## config.mk

```make
export PLATFORM = sky130hd
export DESIGN_NAME = pbs_sequencer
export DESIGN_NICKNAME = d
export VERILOG_FILES = /design/src/include/pbs_pkg.sv /design/src/design/pbs_sequencer.sv
export SDC_FILE = /design/constraint.sdc
export NUM_CORES = 1
export LEC_CHECK = 0
export ABC_AREA = 1
export BUFFER_PORTS_ARGS = -buffer_cell sky130_fd_sc_hd__buf_2
export CAP_MARGIN = 0
export CORE_MARGIN = 3
export CORE_UTILIZATION = 62
export DETAILED_ROUTE_END_ITERATION = 6
export HOLD_SLACK_MARGIN = 0.03
export PLACE_DENSITY = 0.86
export SLEW_MARGIN = 20
export SYNTH_ARGS = -nofsm -noshare
export SYNTH_HDL_FRONTEND = slang
export SYNTH_SLANG_ARGS = --single-unit
```

## constraint.sdc

```tcl
create_clock -name clock -period 7.1 [get_ports clock]
set_input_delay 2.13 -clock clock [delete_from_list [all_inputs] [get_ports clock]]
set_output_delay 2.13 -clock clock [all_outputs]
set_load 0.1 [all_outputs]
```

## src/include/pbs_pkg.sv

```systemverilog
// Notes on behaviour
// - a hybrid burst first walks the aligned group holding the start word, each word once.
// - after the hybrid wrap, words advance one at a time until chip select goes high.
// - when the hybrid wrap is done the next word is the first word of the next group.
// - hybrid enable bit 2 at 0 makes every wrapped transaction follow the hybrid order.
// - hybrid enable bit 2 at 1, its reset value, keeps wrapped transactions in the group.
// - a wrapped or hybrid burst starts at the commanded word and wraps only at group end.
// - command bit 45 at 1 forces a linear burst, at 0 the configured wrap behaviour.
// - burst length field selects a group of 16, 32, 64 or 128 bytes.
// - legacy wrap returns to the group start after its last word and keeps circling.
package pbs_pkg;
    localparam int ADDR_W   = 22;   // word address bits of the array
    localparam int MASK_W   = 6;    // largest group is 64 words
    // command-address word fields
    localparam int CA_W       = 48;
    localparam int CA_LINEAR  = 45;
    localparam int CA_UPPER_LO = 16;
    localparam int CA_UPPER_HI = 34;
    localparam int CA_LOWER_HI = 2;
    // configuration register zero fields
    localparam int CFG_W      = 16;
    localparam int CFG_LEGACY = 2;
    localparam int CFG_BL_HI  = 1;
    localparam int CFG_BL_LO  = 0;
    // burst length codes
    localparam logic [1:0] BL_128 = 2'h0;
    localparam logic [1:0] BL_64  = 2'h1;
    localparam logic [1:0] BL_16  = 2'h2;
    localparam logic [1:0] BL_32  = 2'h3;
    // word masks: group bytes / 2 words, minus one
    localparam logic [MASK_W-1:0] MASK_128 = 6'h3f;
    localparam logic [MASK_W-1:0] MASK_64  = 6'h1f;
    localparam logic [MASK_W-1:0] MASK_32  = 6'h0f;
    localparam logic [MASK_W-1:0] MASK_16  = 6'h07;
    localparam logic [ADDR_W-1:0] ADDR_ZERO = 22'h000000;
    localparam logic [ADDR_W-1:0] ADDR_ONE  = 22'h000001;
    localparam logic [MASK_W-1:0] CNT_ZERO  = 6'h00;
    localparam logic [MASK_W-1:0] CNT_ONE   = 6'h01;

    typedef enum logic [1:0] {ST_IDLE, ST_WRAP, ST_LIN} pbs_state_t;

    // decoded burst setup taken at start
    typedef struct packed {
        logic              linear;
        logic              hybrid;
        logic [MASK_W-1:0] mask;
        logic [ADDR_W-1:0] addr;
    } pbs_burst_t;
endpackage

```

## src/design/pbs_sequencer.sv

```systemverilog
`timescale 1ns/100ps
module pbs_sequencer
(
    input  wire logic                       clock,
    input  wire logic                       sys_rst,
    input  wire logic                       bus_ck,
    input  wire logic                       bus_cs_n,
    input  wire logic                       start,
    input  wire logic [pbs_pkg::CA_W-1:0]   command_address_word,
    input  wire logic [pbs_pkg::CFG_W-1:0]  config_reg_zero,
    input  wire logic                       out_ready,
    output logic                            out_valid,
    output logic [pbs_pkg::ADDR_W-1:0]      out_addr,
    output logic                            busy,
    output logic                            overrun
);
    // pin synchronisers; first stages feed only the second stages
    logic ck_m_ff, ck_s_ff, ck_d_ff, cs_m_ff, cs_s_ff;
    logic ck_edge;

    always_ff @(posedge clock or posedge sys_rst)
    begin
        if (sys_rst)
        begin
            ck_m_ff <= 1'b0;
            ck_s_ff <= 1'b0;
            ck_d_ff <= 1'b0;
            cs_m_ff <= 1'b1;
            cs_s_ff <= 1'b1;
        end
        else
        begin
            ck_m_ff <= bus_ck;
            ck_s_ff <= ck_m_ff;
            ck_d_ff <= ck_s_ff;
            cs_m_ff <= bus_cs_n;
            cs_s_ff <= cs_m_ff;
        end
    end

    // one word per bus clock period, both ddr bytes make up one word
    assign ck_edge = ck_s_ff & ~ck_d_ff;

    // setup decode from the command word and config register
    pbs_pkg::pbs_burst_t setup;
    always_comb
    begin
        setup.linear = command_address_word[pbs_pkg::CA_LINEAR];
        setup.hybrid = ~config_reg_zero[pbs_pkg::CFG_LEGACY];
        setup.addr   = {command_address_word[pbs_pkg::CA_UPPER_HI:pbs_pkg::CA_UPPER_LO],
                        command_address_word[pbs_pkg::CA_LOWER_HI:0]};
        case (config_reg_zero[pbs_pkg::CFG_BL_HI:pbs_pkg::CFG_BL_LO])
            pbs_pkg::BL_128: setup.mask = pbs_pkg::MASK_128;
            pbs_pkg::BL_64:  setup.mask = pbs_pkg::MASK_64;
            pbs_pkg::BL_16:  setup.mask = pbs_pkg::MASK_16;
            pbs_pkg::BL_32:  setup.mask = pbs_pkg::MASK_32;
            default:         setup.mask = pbs_pkg::MASK_32;
        endcase
    end

    // sequencer state
    pbs_pkg::pbs_state_t       state_ff, nxt_state;
    logic [pbs_pkg::ADDR_W-1:0] addr_ff, nxt_addr, base_ff, nxt_base;
    logic [pbs_pkg::MASK_W-1:0] mask_ff, nxt_mask, cnt_ff, nxt_cnt;
    logic                       hybrid_ff, nxt_hybrid, pend_ff, nxt_pend;
    logic                       overrun_ff, nxt_overrun, busy_ff, nxt_busy;
    logic                       push, in_ready;
    logic [pbs_pkg::ADDR_W-1:0] wmask, wrap_next;

    // wrap step touches only the low group-index bits
    assign wmask     = {{(pbs_pkg::ADDR_W-pbs_pkg::MASK_W){1'b0}}, mask_ff};
    assign wrap_next = (addr_ff & ~wmask) | ((addr_ff + pbs_pkg::ADDR_ONE) & wmask);
    assign push      = pend_ff & in_ready;

    always_comb
    begin
        nxt_state   = state_ff;
        nxt_addr    = addr_ff;
        nxt_base    = base_ff;
        nxt_mask    = mask_ff;
        nxt_cnt     = cnt_ff;
        nxt_hybrid  = hybrid_ff;
        nxt_pend    = pend_ff;
        nxt_overrun = overrun_ff;
        nxt_busy    = busy_ff;
        case (state_ff)
            pbs_pkg::ST_IDLE:
            begin
                nxt_pend = 1'b0;
                if (start)
                begin
                    nxt_addr    = setup.addr;
                    nxt_mask    = setup.mask;
                    nxt_base    = setup.addr & ~{{(pbs_pkg::ADDR_W-pbs_pkg::MASK_W){1'b0}},
                                                 setup.mask};
                    nxt_hybrid  = setup.hybrid;
                    nxt_cnt     = pbs_pkg::CNT_ZERO;
                    nxt_overrun = 1'b0;
                    nxt_busy    = 1'b1;
                    nxt_state   = setup.linear ? pbs_pkg::ST_LIN : pbs_pkg::ST_WRAP;
                end
            end
            pbs_pkg::ST_WRAP, pbs_pkg::ST_LIN:
            begin
                if (cs_s_ff)
                begin
                    // only chip select going high ends the burst
                    nxt_state = pbs_pkg::ST_IDLE;
                    nxt_pend  = 1'b0;
                    nxt_busy  = 1'b0;
                end
                else
                begin
                    // a bus edge that finds a word still waiting is a lost slot
                    nxt_pend = (pend_ff & ~push) | ck_edge;
                    if (ck_edge & pend_ff & ~push)
                        nxt_overrun = 1'b1;
                    if (push)
                    begin
                        if (state_ff == pbs_pkg::ST_LIN)
                            nxt_addr = addr_ff + pbs_pkg::ADDR_ONE;
                        else if (hybrid_ff && cnt_ff == mask_ff)
                        begin
                            // group covered once: jump to the following group
                            nxt_addr  = base_ff + wmask + pbs_pkg::ADDR_ONE;
                            nxt_state = pbs_pkg::ST_LIN;
                        end
                        else
                        begin
                            nxt_addr = wrap_next;
                            nxt_cnt  = cnt_ff + pbs_pkg::CNT_ONE;
                        end
                    end
                end
            end
            default:
            begin
                nxt_state = pbs_pkg::ST_IDLE;
                nxt_pend  = 1'b0;
                nxt_busy  = 1'b0;
            end
        endcase
    end

    always_ff @(posedge clock or posedge sys_rst)
    begin
        if (sys_rst)
        begin
            state_ff   <= pbs_pkg::ST_IDLE;
            addr_ff    <= pbs_pkg::ADDR_ZERO;
            base_ff    <= pbs_pkg::ADDR_ZERO;
            mask_ff    <= pbs_pkg::MASK_32;
            cnt_ff     <= pbs_pkg::CNT_ZERO;
            hybrid_ff  <= 1'b0;
            pend_ff    <= 1'b0;
            overrun_ff <= 1'b0;
            busy_ff    <= 1'b0;
        end
        else
        begin
            state_ff   <= nxt_state;
            addr_ff    <= nxt_addr;
            base_ff    <= nxt_base;
            mask_ff    <= nxt_mask;
            cnt_ff     <= nxt_cnt;
            hybrid_ff  <= nxt_hybrid;
            pend_ff    <= nxt_pend;
            overrun_ff <= nxt_overrun;
            busy_ff    <= nxt_busy;
        end
    end

    // two-entry buffer: head drives the outputs, spare catches a stalled word
    logic [pbs_pkg::ADDR_W-1:0] head_ff, nxt_head, spare_ff, nxt_spare;
    logic                       hval_ff, nxt_hval, sval_ff, nxt_sval;
    logic                       pop;

    assign in_ready = ~sval_ff;
    assign pop      = hval_ff & out_ready;

    always_comb
    begin
        nxt_head  = head_ff;
        nxt_spare = spare_ff;
        nxt_hval  = hval_ff;
        nxt_sval  = sval_ff;
        if (pop)
        begin
            if (sval_ff)
            begin
                nxt_head = spare_ff;
                nxt_sval = push;
                if (push)
                    nxt_spare = addr_ff;
            end
            else
            begin
                nxt_hval = push;
                if (push)
                    nxt_head = addr_ff;
            end
        end
        else if (push)
        begin
            if (hval_ff)
            begin
                nxt_spare = addr_ff;
                nxt_sval  = 1'b1;
            end
            else
            begin
                nxt_head = addr_ff;
                nxt_hval = 1'b1;
            end
        end
    end

    always_ff @(posedge clock or posedge sys_rst)
    begin
        if (sys_rst)
        begin
            head_ff  <= pbs_pkg::ADDR_ZERO;
            spare_ff <= pbs_pkg::ADDR_ZERO;
            hval_ff  <= 1'b0;
            sval_ff  <= 1'b0;
        end
        else
        begin
            head_ff  <= nxt_head;
            spare_ff <= nxt_spare;
            hval_ff  <= nxt_hval;
            sval_ff  <= nxt_sval;
        end
    end

    // outputs straight from flip-flops
    assign out_valid = hval_ff;
    assign out_addr  = head_ff;
    assign busy      = busy_ff;
    assign overrun   = overrun_ff;
endmodule

```

==> flow_metrics.tcl, run 1 <==
set metrics [dict create \
    drtPass1Iterations 5 \
    htreeDepth 3 \
    p_clk_share_pct 11.1 \
    drtIter0Drc 419 \
    synth_edf_count 0 \
    cp_top_family "simple AND/OR/NAND/NOR gates" \
    synth-simple-area-share_pct 29.2 \
    status "completed" \
    synth_async_sr_flop_share_pct 100 \
    synth_compound_area_share_pct 13.5 \
    wire_per_inst_um 15.0 \
    swShare_pct 55.4 \
    ys_seq_area_share_pct 44.2 \
    finalMaxSlewViolations 0 \
    synth_top_cells_by_area "dfrtp_1 (43%), nand2_1 (15%), nand3_1 (5.7%), nor2_1 (4.2%), o21ai_0 (4.0%)" \
    rr_endpoint "addr_ff[16]$_DFFE_PP0P_" \
    crit_required_ns 7.41 \
    vias 5388 \
    r2r_cells 10 \
    synthMuxAreaShare_pct 1.49 \
    crit_top_cell "nand2_1" \
    die_height_um 105 \
    max_stage_delay_ns 0.73 \
    syn-cell-area_um2 6060 \
    fin_skew_ns 0.0144 \
    p_int_uw 1460 \
    synth_top_cell_by_area "dfrtp_1" \
    min_to "ck_s_ff$_DFF_PP0_" \
    area.growth.synth_to_final_pct 7.78 \
    max_slew_margin_pct 27.9 \
    ys_warn_count 0 \
    pwr-share-comb_pct 54.1 \
    synth_ff_type "dfrtp_1" \
    wl_um 14500 \
    synth_top_family_by_area "simple AND/OR/NAND/NOR gates" \
    critPathLaunchType "input port" \
    arrival_ns 4.26 \
    crit_path_cell_trace "buf_2 > or2_1 > nand2_2 > a21oi_4 > nand2_1 > a21oi_1 > nand2_1 > o21ai_2" \
    worstReg2RegStart "state_ff[1]$_DFFE_PP0P_" \
    grt_pass1_vias 5030 \
    clockRootBuffer "clkbuf_8" \
    powerDensity_nw_per_um2 499 \
    worst_skew_pair.late_latency_ns 0.37 \
    drc 0 \
    p_leak_uw 0.00313 \
    layout-drive-gt1-share_pct 15.5 \
    critPathSlowestCell "nand2_1" \
    synthXorXnorAreaFrac_pct 1.88 \
    track_usage_pct 27.0 \
    path_depth 8 \
    hold_depth 0 \
    clkSinkCount 107 \
    cp.buffers_inverters 1 \
    rsz0062_at_grt "no" \
    clkSlewWorstSetupHoldPaths_ns 0.11 \
    timing.final.crit_share_pct 55.7 \
    synthAdderAreaFrac_pct 1.98 \
    postCtsSetupBuffers 0 \
    power.switching_uw 1810 \
    endpoint_kind "flip-flop" \
    cts_tree "yes" \
    antenna_found_initial 0 \
    grt_start_max_net_pins 56 \
    cts_buffers 9 \
    clockBufferDepth 2 \
    final-hold-violation-count 0 \
    cts_resized 0 \
    fill_cells 816 \
    overflow 0 \
    synth_cell_types 50 \
    synth_top_area_share_pct 42.9 \
    hold_path.class "reg -> reg" \
    start_util_pct 64.7 \
    drtAntennaViolNets 0 \
    grt_pass1_wl_um 24400 \
    r2r_slack_ns 3.37 \
    pwr-share-seq_pct 34.7 \
    postLayoutCoreUtil_pct 69.7 \
    synthCells 799 \
    die_area_um2 11000 \
    vias_per_cell 5.57 \
    portBuffers 56 \
    ioPinCount 95 \
    cap_violations 0 \
    dp_hpwl_um 10400 \
    crit_fanout 29 \
    fin_nets 913 \
    min_from "ck_m_ff$_DFF_PP0_" \
    synthTopCellsByCount "nand2_1 (238), dfrtp_1 (104), nand3_1 (69)" \
    final.min_clock_period_ns 3.95 \
    fmax_ghz 0.253 \
    timing.setup.tns_ns 0 \
    synthesis.nets 878 \
    ctsHoldBuffers 0 \
    die_w_um 105 \
    gp_congestion 0.942 \
    vdd_drop_max_mv 0.293 \
    synth-seq-cells 107 \
    yosysMostFrequentCell "nand2_1" \
    setup_violations 0 \
    num_rows 35 \
    power_uw 3260 \
    worst_pin_slew_ns 1.08 \
    antenna_cells 0 \
    path_class "in -> reg" \
    postSynthAreaPerCell_um2 7.59 \
    coreArea_um2 9370 \
]
[through the flow]
stage / hold WS (ns) / setup WS (ns) / instance area (um^2) / instances
after CTS: 0.362 / 3.25 / 6530 / 968
after floorplan: 0.331 / 2.16 / 6060 / 799
after global routing: 0.371 / 3.01 / 6540 / 968
after detailed placement: 0.337 / 2.87 / 6350 / 952
final: 0.360 / 3.15 / 6540 / 968
after global placement: 0.335 / 2.95 / 6350 / 952
[worst register-to-register path: stages (launching register included)]
cell and delay [ns]:
dfrtp_1 0.44, inv_1 0.08, ha_1 0.94, nand2_2 0.21, o21ai_2 0.11, nand2_2 0.09, a21oi_4 0.35, nand2_1 0.73
a21oi_1 0.51, nand2_1 0.14, o21ai_2 0.07
[flip-flops by register name, summed over array words and instances (netlist names), named ones only]
signal,flops
ck_s_ff,1
pend_ff,1
mask_ff,3
ck_d_ff,1
overrun,1
busy,1
hybrid_ff,1
cnt_ff,6
ck_m_ff,1
cs_s_ff,1
spare_ff,22
base_ff,19
out_valid,1
cs_m_ff,1
addr_ff,19
state_ff,2
out_addr,22
sval_ff,1
[metal layers]
metal  track usage (%)  vias to the layer above  wire, um
li1                  -                     2671         -
met1              40.3                     2499      6820
met2              42.2                      199      6580
met3              2.90                       19       944
met4              6.94                        0       146
met5                 0                        -         0
[cell families after synthesis]
group | after synthesis
compound gates | 139
xor+xnor | 13
fa+ha+maj | 9
buf+inv | 111
flops | 107
mux | 8
simple gates | 412
[worst max path at each step]
stage              start                          to  slack [ns]
2_1_floorplan    sys_rst  asynchronous set/reset pin        2.16
3_3_place_gp       start     addr_ff[16]$_DFFE_PP0P_        2.95
3_5_place_dp       start     addr_ff[16]$_DFFE_PP0P_        2.87
4_1_cts            start     addr_ff[16]$_DFFE_PP0P_        3.25
5_1_grt        out_ready     out_addr[6]$_DFFE_PP0P_        3.01
6_report           start     addr_ff[16]$_DFFE_PP0P_        3.15
[area by class of cell]
cell class                      count  area [um^2]  area share (%)
Inverter                           77          297            4.54
Timing Repair Buffer               58          295            4.52
Multi-Input combinational cell    581         2920            44.6
Tap cell                          129          161            2.47
Clock inverter                      6         57.6           0.881
Clock buffer                       10          128            1.95
Sequential cell                   107         2680            41.0
[power by group through the flow]
stage	logic, uW	clock network (uW)	registers [uW]
finish	1770	364	1130
global route	1950	393	1180
CTS	1760	372	1130
detailed placement	1750	0	1140
global placement	1700	0	1130
floorplan	986	0	1560
[cell usage in the layout, fill, tap and decap left out, types with 8 or more instances in the layout]
cell type and instances:
o21ai_0 48, inv_1 62, o21ai_1 9, nand4_1 10, nand3_1 69, buf_2 56
ha_1 8, nand2_1 237, nor2_1 68, xor2_1 10, clkbuf_8 9, dfrtp_1 104
a21oi_1 36, inv_2 12, a31oi_1 25
(Power assumes the default switching activity.)
==> inputs of run 2 (changes only) <==
Settings changed: CORE_UTILIZATION 62 to 52, PLACE_DENSITY 0.86 to 0.77.
Clock period 7.1 ns to 3.35 ns, I/O delays scaled along.
==> flow_metrics.tcl, run 2 (synthesis results as in run 1) <==
set metrics [dict create \
    htreeDepth 3 \
    final.min_clock_period_ns 2.40 \
    coreArea_um2 11100 \
    cap_violations 0 \
    antenna_cells 0 \
    ioPinCount 95 \
    topRoutingLayerUsed "met4" \
    drtPass1Iterations 5 \
    clockRootBuffer "clkbuf_16" \
    mostFrequentLayoutCell "nand2_1" \
    dp_slack_ns 0.859 \
    power_uw 7230 \
    postLayoutCoreUtil_pct 60.7 \
    drc 0 \
    rsz0062_at_grt "no" \
    gp_congestion 0.928 \
    start_util_pct 54.5 \
    vias_per_cell 5.34 \
    track_usage_pct 22.2 \
    powerDensity_nw_per_um2 1070 \
    clkSlewWorstSetupHoldPaths_ns 0.07 \
    clockBufferDepth 2 \
    ctsHoldBuffers 0 \
    wl_met3_um 804 \
    drtIter0Drc 406 \
    timing.setup.tns_ns 0 \
    dp_hpwl_um 9870 \
    overflow 0 \
    clkSinkCount 107 \
    die_height_um 114 \
    crit_fanout 31 \
    fin_nets 919 \
    die_area_um2 13000 \
    grt_pass1_wl_um 23400 \
    wire_per_inst_um 13.9 \
    critPathSlowestCell "inv_1" \
    status "completed" \
    layout-drive-gt1-share_pct 15.7 \
    endpoint_kind "flip-flop" \
    fin_skew_ns 0.00721 \
    vias 5259 \
    drtAntennaViolNets 0 \
    crit_path_cell_trace "inv_1 > ha_1 > buf_4 > inv_1 > a21oi_1 > o21ai_1 > o21ai_1" \
    fmax_ghz 0.416 \
    max_slew_margin_pct 35.3 \
    cp_top_family "buffers and inverters" \
    cp.buffers_inverters 3 \
    crit_required_ns 3.58 \
    final-hold-violation-count 0 \
    cts_tree "yes" \
    setup_ws_ns 0.947 \
    hold_path.class "reg -> reg" \
    p_leak_uw 0.00323 \
    num_rows 38 \
    cts_buffers 9 \
    grt_pass1_vias 4799 \
    dr_wl_met2_um 5850 \
    final_cell_mix "nand2_1 (238), dfrtp_1 (104), nand3_1 (69), nor2_1 (68), inv_1 (63)" \
    m1WireLength_um 6850 \
    critPathLaunchType "flip-flop" \
    antenna_found_initial 0 \
    die_w_um 114 \
    finalInstanceArea_um2 6750 \
    path_class "reg -> reg" \
    dpl_cell_area_um2 6430 \
    arrival_ns 2.63 \
    area.growth.synth_to_final_pct 11.4 \
    max_stage_delay_ns 0.73 \
    r2r_slack_ns 0.95 \
    postCtsSetupBuffers 0 \
    wl_um 13700 \
    portBuffers 56 \
    grt_start_max_net_pins 45 \
    finalMaxSlewViolations 0 \
    worst_skew_pair.late_latency_ns 0.35 \
    timing.final.crit_share_pct 71.7 \
    worst_pin_slew_ns 0.969 \
    setup_violations 0 \
    cts_resized 0 \
    vdd_drop_max_mv 0.862 \
]
## run 2: cell count changes in the layout (fill, tap and decap cells not counted), sizes merged
cell,previous run,this run
buf,58,64
bufinv,0,2
clkbuf,10,12
clkinv,3,2
clkinvlp,0,1
inv,80,76
## run 2: path summary, 6_finish.rpt
check | startpoint | to | cells past startpoint
worst max-delay path | state_ff[0]$_DFFE_PP0P_ | addr_ff[7]$_DFFE_PP0P_ | 7
worst min-delay path | cs_m_ff$_DFF_PP1_ | cs_s_ff$_DFF_PP1_ | 0
min in group asynchronous | sys_rst | spare_ff[2]$_DFFE_PP0P_ | 2
worst max register to register | state_ff[0]$_DFFE_PP0P_ | addr_ff[7]$_DFFE_PP0P_ | 7
worst min register to register | cs_m_ff$_DFF_PP1_ | cs_s_ff$_DFF_PP1_ | 0
max in group asynchronous | sys_rst | addr_ff[18]$_DFFE_PP0P_ | 3
## run 2: cell type report
| class | instances | area [um^2] |
|---|---|---|
| repair buffers | 64 | 365 |
| well taps | 140 | 175 |
| inverters | 77 | 298 |
| fillers | 1028 | 4370 |
| clock buffers | 12 | 246 |
| flip-flops and latches | 107 | 2680 |
| multi-input cells | 581 | 2910 |
| clock inverters | 4 | 73.8 |
## run 2: where the power goes
group	internal (uW)	total [uW]	leakage, uW	switching, uW
clock network	677	1150	0.000157	469
registers	1840	2410	0.00134	573
logic	992	3670	0.00174	2680
## run 2: routing by layer
| metal | track usage (%) | up-vias |
|---|---|---|
| met4 | 5.78 | 0 |
| met1 | 34.0 | 2407 |
| met2 | 31.9 | 147 |
| li1 | - | 2689 |
| met3 | 4.56 | 16 |
| met5 | 0 | - |
## run 2: metrics by stage
step                hold slack (ns)  cells
finish                        0.360    985
global route                  0.365    985
CTS                           0.361    985
detailed placement            0.337    969
global placement              0.334    969
floorplan                     0.331    799
==> inputs of run 3 (changes only) <==
Settings changed: CORE_UTILIZATION 52 to 57, PLACE_DENSITY 0.77 to 0.8.
Clock period 3.35 ns to 2.4 ns, I/O delays scaled along.
==> flow_metrics.tcl, run 3 (synthesis results as in run 1) <==
set metrics [dict create \
    status "completed" \
    p_clk_share_pct 12.8 \
    crit_path_cell_trace "inv_1 > ha_1 > fa_1 > inv_1 > nand3_1 > nand2_2 > nand2_2 > o21ai_0 > nand3_2 > nand3_1 > nand2_1 > nand2_1" \
    antenna_cells 0 \
    portBuffers 56 \
    coreArea_um2 10300 \
    drtIter0Drc 345 \
    start_util_pct 58.7 \
    critPathSlowestCell "dfstp_2" \
    worst_skew_pair.late_latency_ns 0.38 \
    mostFrequentLayoutCell "nand2_1" \
    dp_slack_ns 0.126 \
    die_area_um2 11900 \
    clkSlewWorstSetupHoldPaths_ns 0.11 \
    hold_path.class "reg -> reg" \
    r2r_slack_ns 0.16 \
    final-hold-violation-count 0 \
    layout-drive-gt1-share_pct 17.2 \
    ioPinCount 95 \
    clkSinkCount 107 \
    cts_tree "yes" \
    finalMaxSlewViolations 0 \
    wire_per_inst_um 14.4 \
    pwr-share-comb_pct 54.1 \
    hold_depth 0 \
    crit_required_ns 2.72 \
    powerDensity_nw_per_um2 1490 \
    worstReg2RegStart "mask_ff[3]$_DFFE_PP1P_" \
    postCtsSetupBuffers 0 \
    worst_pin_slew_ns 0.568 \
    critPathLaunchType "flip-flop" \
    max_slew_margin_pct 62.1 \
    vias 5328 \
    gp_congestion 0.891 \
    wl_um 14200 \
    p_leak_uw 0.00322 \
    drc 0 \
    grt_start_max_net_pins 108 \
    power.switching_uw 5370 \
    holdWs_ns 0.364 \
    grt_pass1_wl_um 24200 \
    vdd_drop_max_mv 1.03 \
    area.growth.synth_to_final_pct 10.8 \
    cts_buffers 9 \
    crit_fanout 4 \
    p_int_uw 4650 \
    drtAntennaViolNets 0 \
    final_cell_mix "nand2_1 (235), dfrtp_1 (104), nand3_1 (69), nor2_1 (66), inv_1 (63)" \
    die_w_um 109 \
    ctsHoldBuffers 0 \
    drtPass1Iterations 5 \
    clockBufferDepth 2 \
    clockRootBuffer "clkbuf_8" \
    setup_ws_ns 0.163 \
    fin_nets 925 \
    htreeDepth 3 \
    max_stage_delay_ns 0.58 \
    min_to "cs_s_ff$_DFF_PP1_" \
    fmax_ghz 0.447 \
    swShare_pct 53.6 \
    die_height_um 109 \
    power_uw 10000 \
    overflow 0 \
    num_rows 37 \
    cp_top_family "adder cells" \
    grt_pass1_vias 4941 \
    r2r_cells 12 \
    cap_violations 0 \
    vias_per_cell 5.40 \
    path_class "reg -> reg" \
    setup_violations 0 \
    min_from "cs_m_ff$_DFF_PP1_" \
    final.min_clock_period_ns 2.24 \
    cts_resized 0 \
    antenna_found_initial 0 \
    dp_hpwl_um 10500 \
    rr_endpoint "addr_ff[19]$_DFFE_PP0P_" \
    fin_skew_ns 0.00917 \
    arrival_ns 2.56 \
    cp.buffers_inverters 2 \
    track_usage_pct 25.7 \
    pwr-share-seq_pct 33.1 \
    timing.final.crit_share_pct 93.2 \
    path_depth 12 \
    fill_cells 907 \
    endpoint_kind "flip-flop" \
]
-- run 3: per-layer routing --
layer	share of wire (%)	GRT usage (%)
met1	47	37.3
met2	45	39.7
met3	5.4	3.14
met5	0	0
met4	2.2	9.02
-- run 3: stage by stage --
stage | instance area (um^2) | instances | util [%] | setup TNS, ns
finish | 6720 | 987 | 65.1 | 0
global route | 6720 | 987 | 65.1 | -0.00313
CTS | 6710 | 987 | 64.9 | 0
detailed placement | 6470 | 971 | 62.7 | 0
global placement | 6470 | 971 | 62.7 | 0
floorplan | 6070 | 799 | - | 0
-- run 3: layout make-up --
| cell class | count | area (um^2) | share of cell area, % |
|---|---|---|---|
| well taps | 136 | 170 | 2.53 |
| repair buffers | 70 | 410 | 6.11 |
| flip-flops and latches | 107 | 2680 | 39.9 |
| multi-input cells | 581 | 2930 | 43.6 |
| clock buffers | 9 | 124 | 1.84 |
| inverters | 77 | 298 | 4.43 |
| clock inverters | 7 | 108 | 1.60 |
-- run 3: worst max-delay path by stage --
stage / slack, ns / startpoint / to
6_report: 0.16 / mask_ff[3]$_DFFE_PP1P_ / addr_ff[19]$_DFFE_PP0P_
3_3_place_gp: 0.18 / mask_ff[3]$_DFFE_PP1P_ / addr_ff[17]$_DFFE_PP0P_
4_1_cts: 0.10 / mask_ff[3]$_DFFE_PP1P_ / addr_ff[17]$_DFFE_PP0P_
5_1_grt: -0.002 / mask_ff[3]$_DFFE_PP1P_ / addr_ff[21]$_DFFE_PP0P_
3_5_place_dp: 0.13 / mask_ff[3]$_DFFE_PP1P_ / addr_ff[17]$_DFFE_PP0P_
2_1_floorplan: 0.35 / out_valid$_DFFE_PP0P_ / out_addr[10]$_DFFE_PP0P_
-- run 3: power by group through the flow --
stage	Clock (uW)	Combinational, uW	Sequential (uW)
detailed placement	0	5380	3340
floorplan	0	2920	4600
global placement	0	5280	3290
global route	1370	5960	3440
finish	1280	5420	3310
CTS	1310	5410	3300
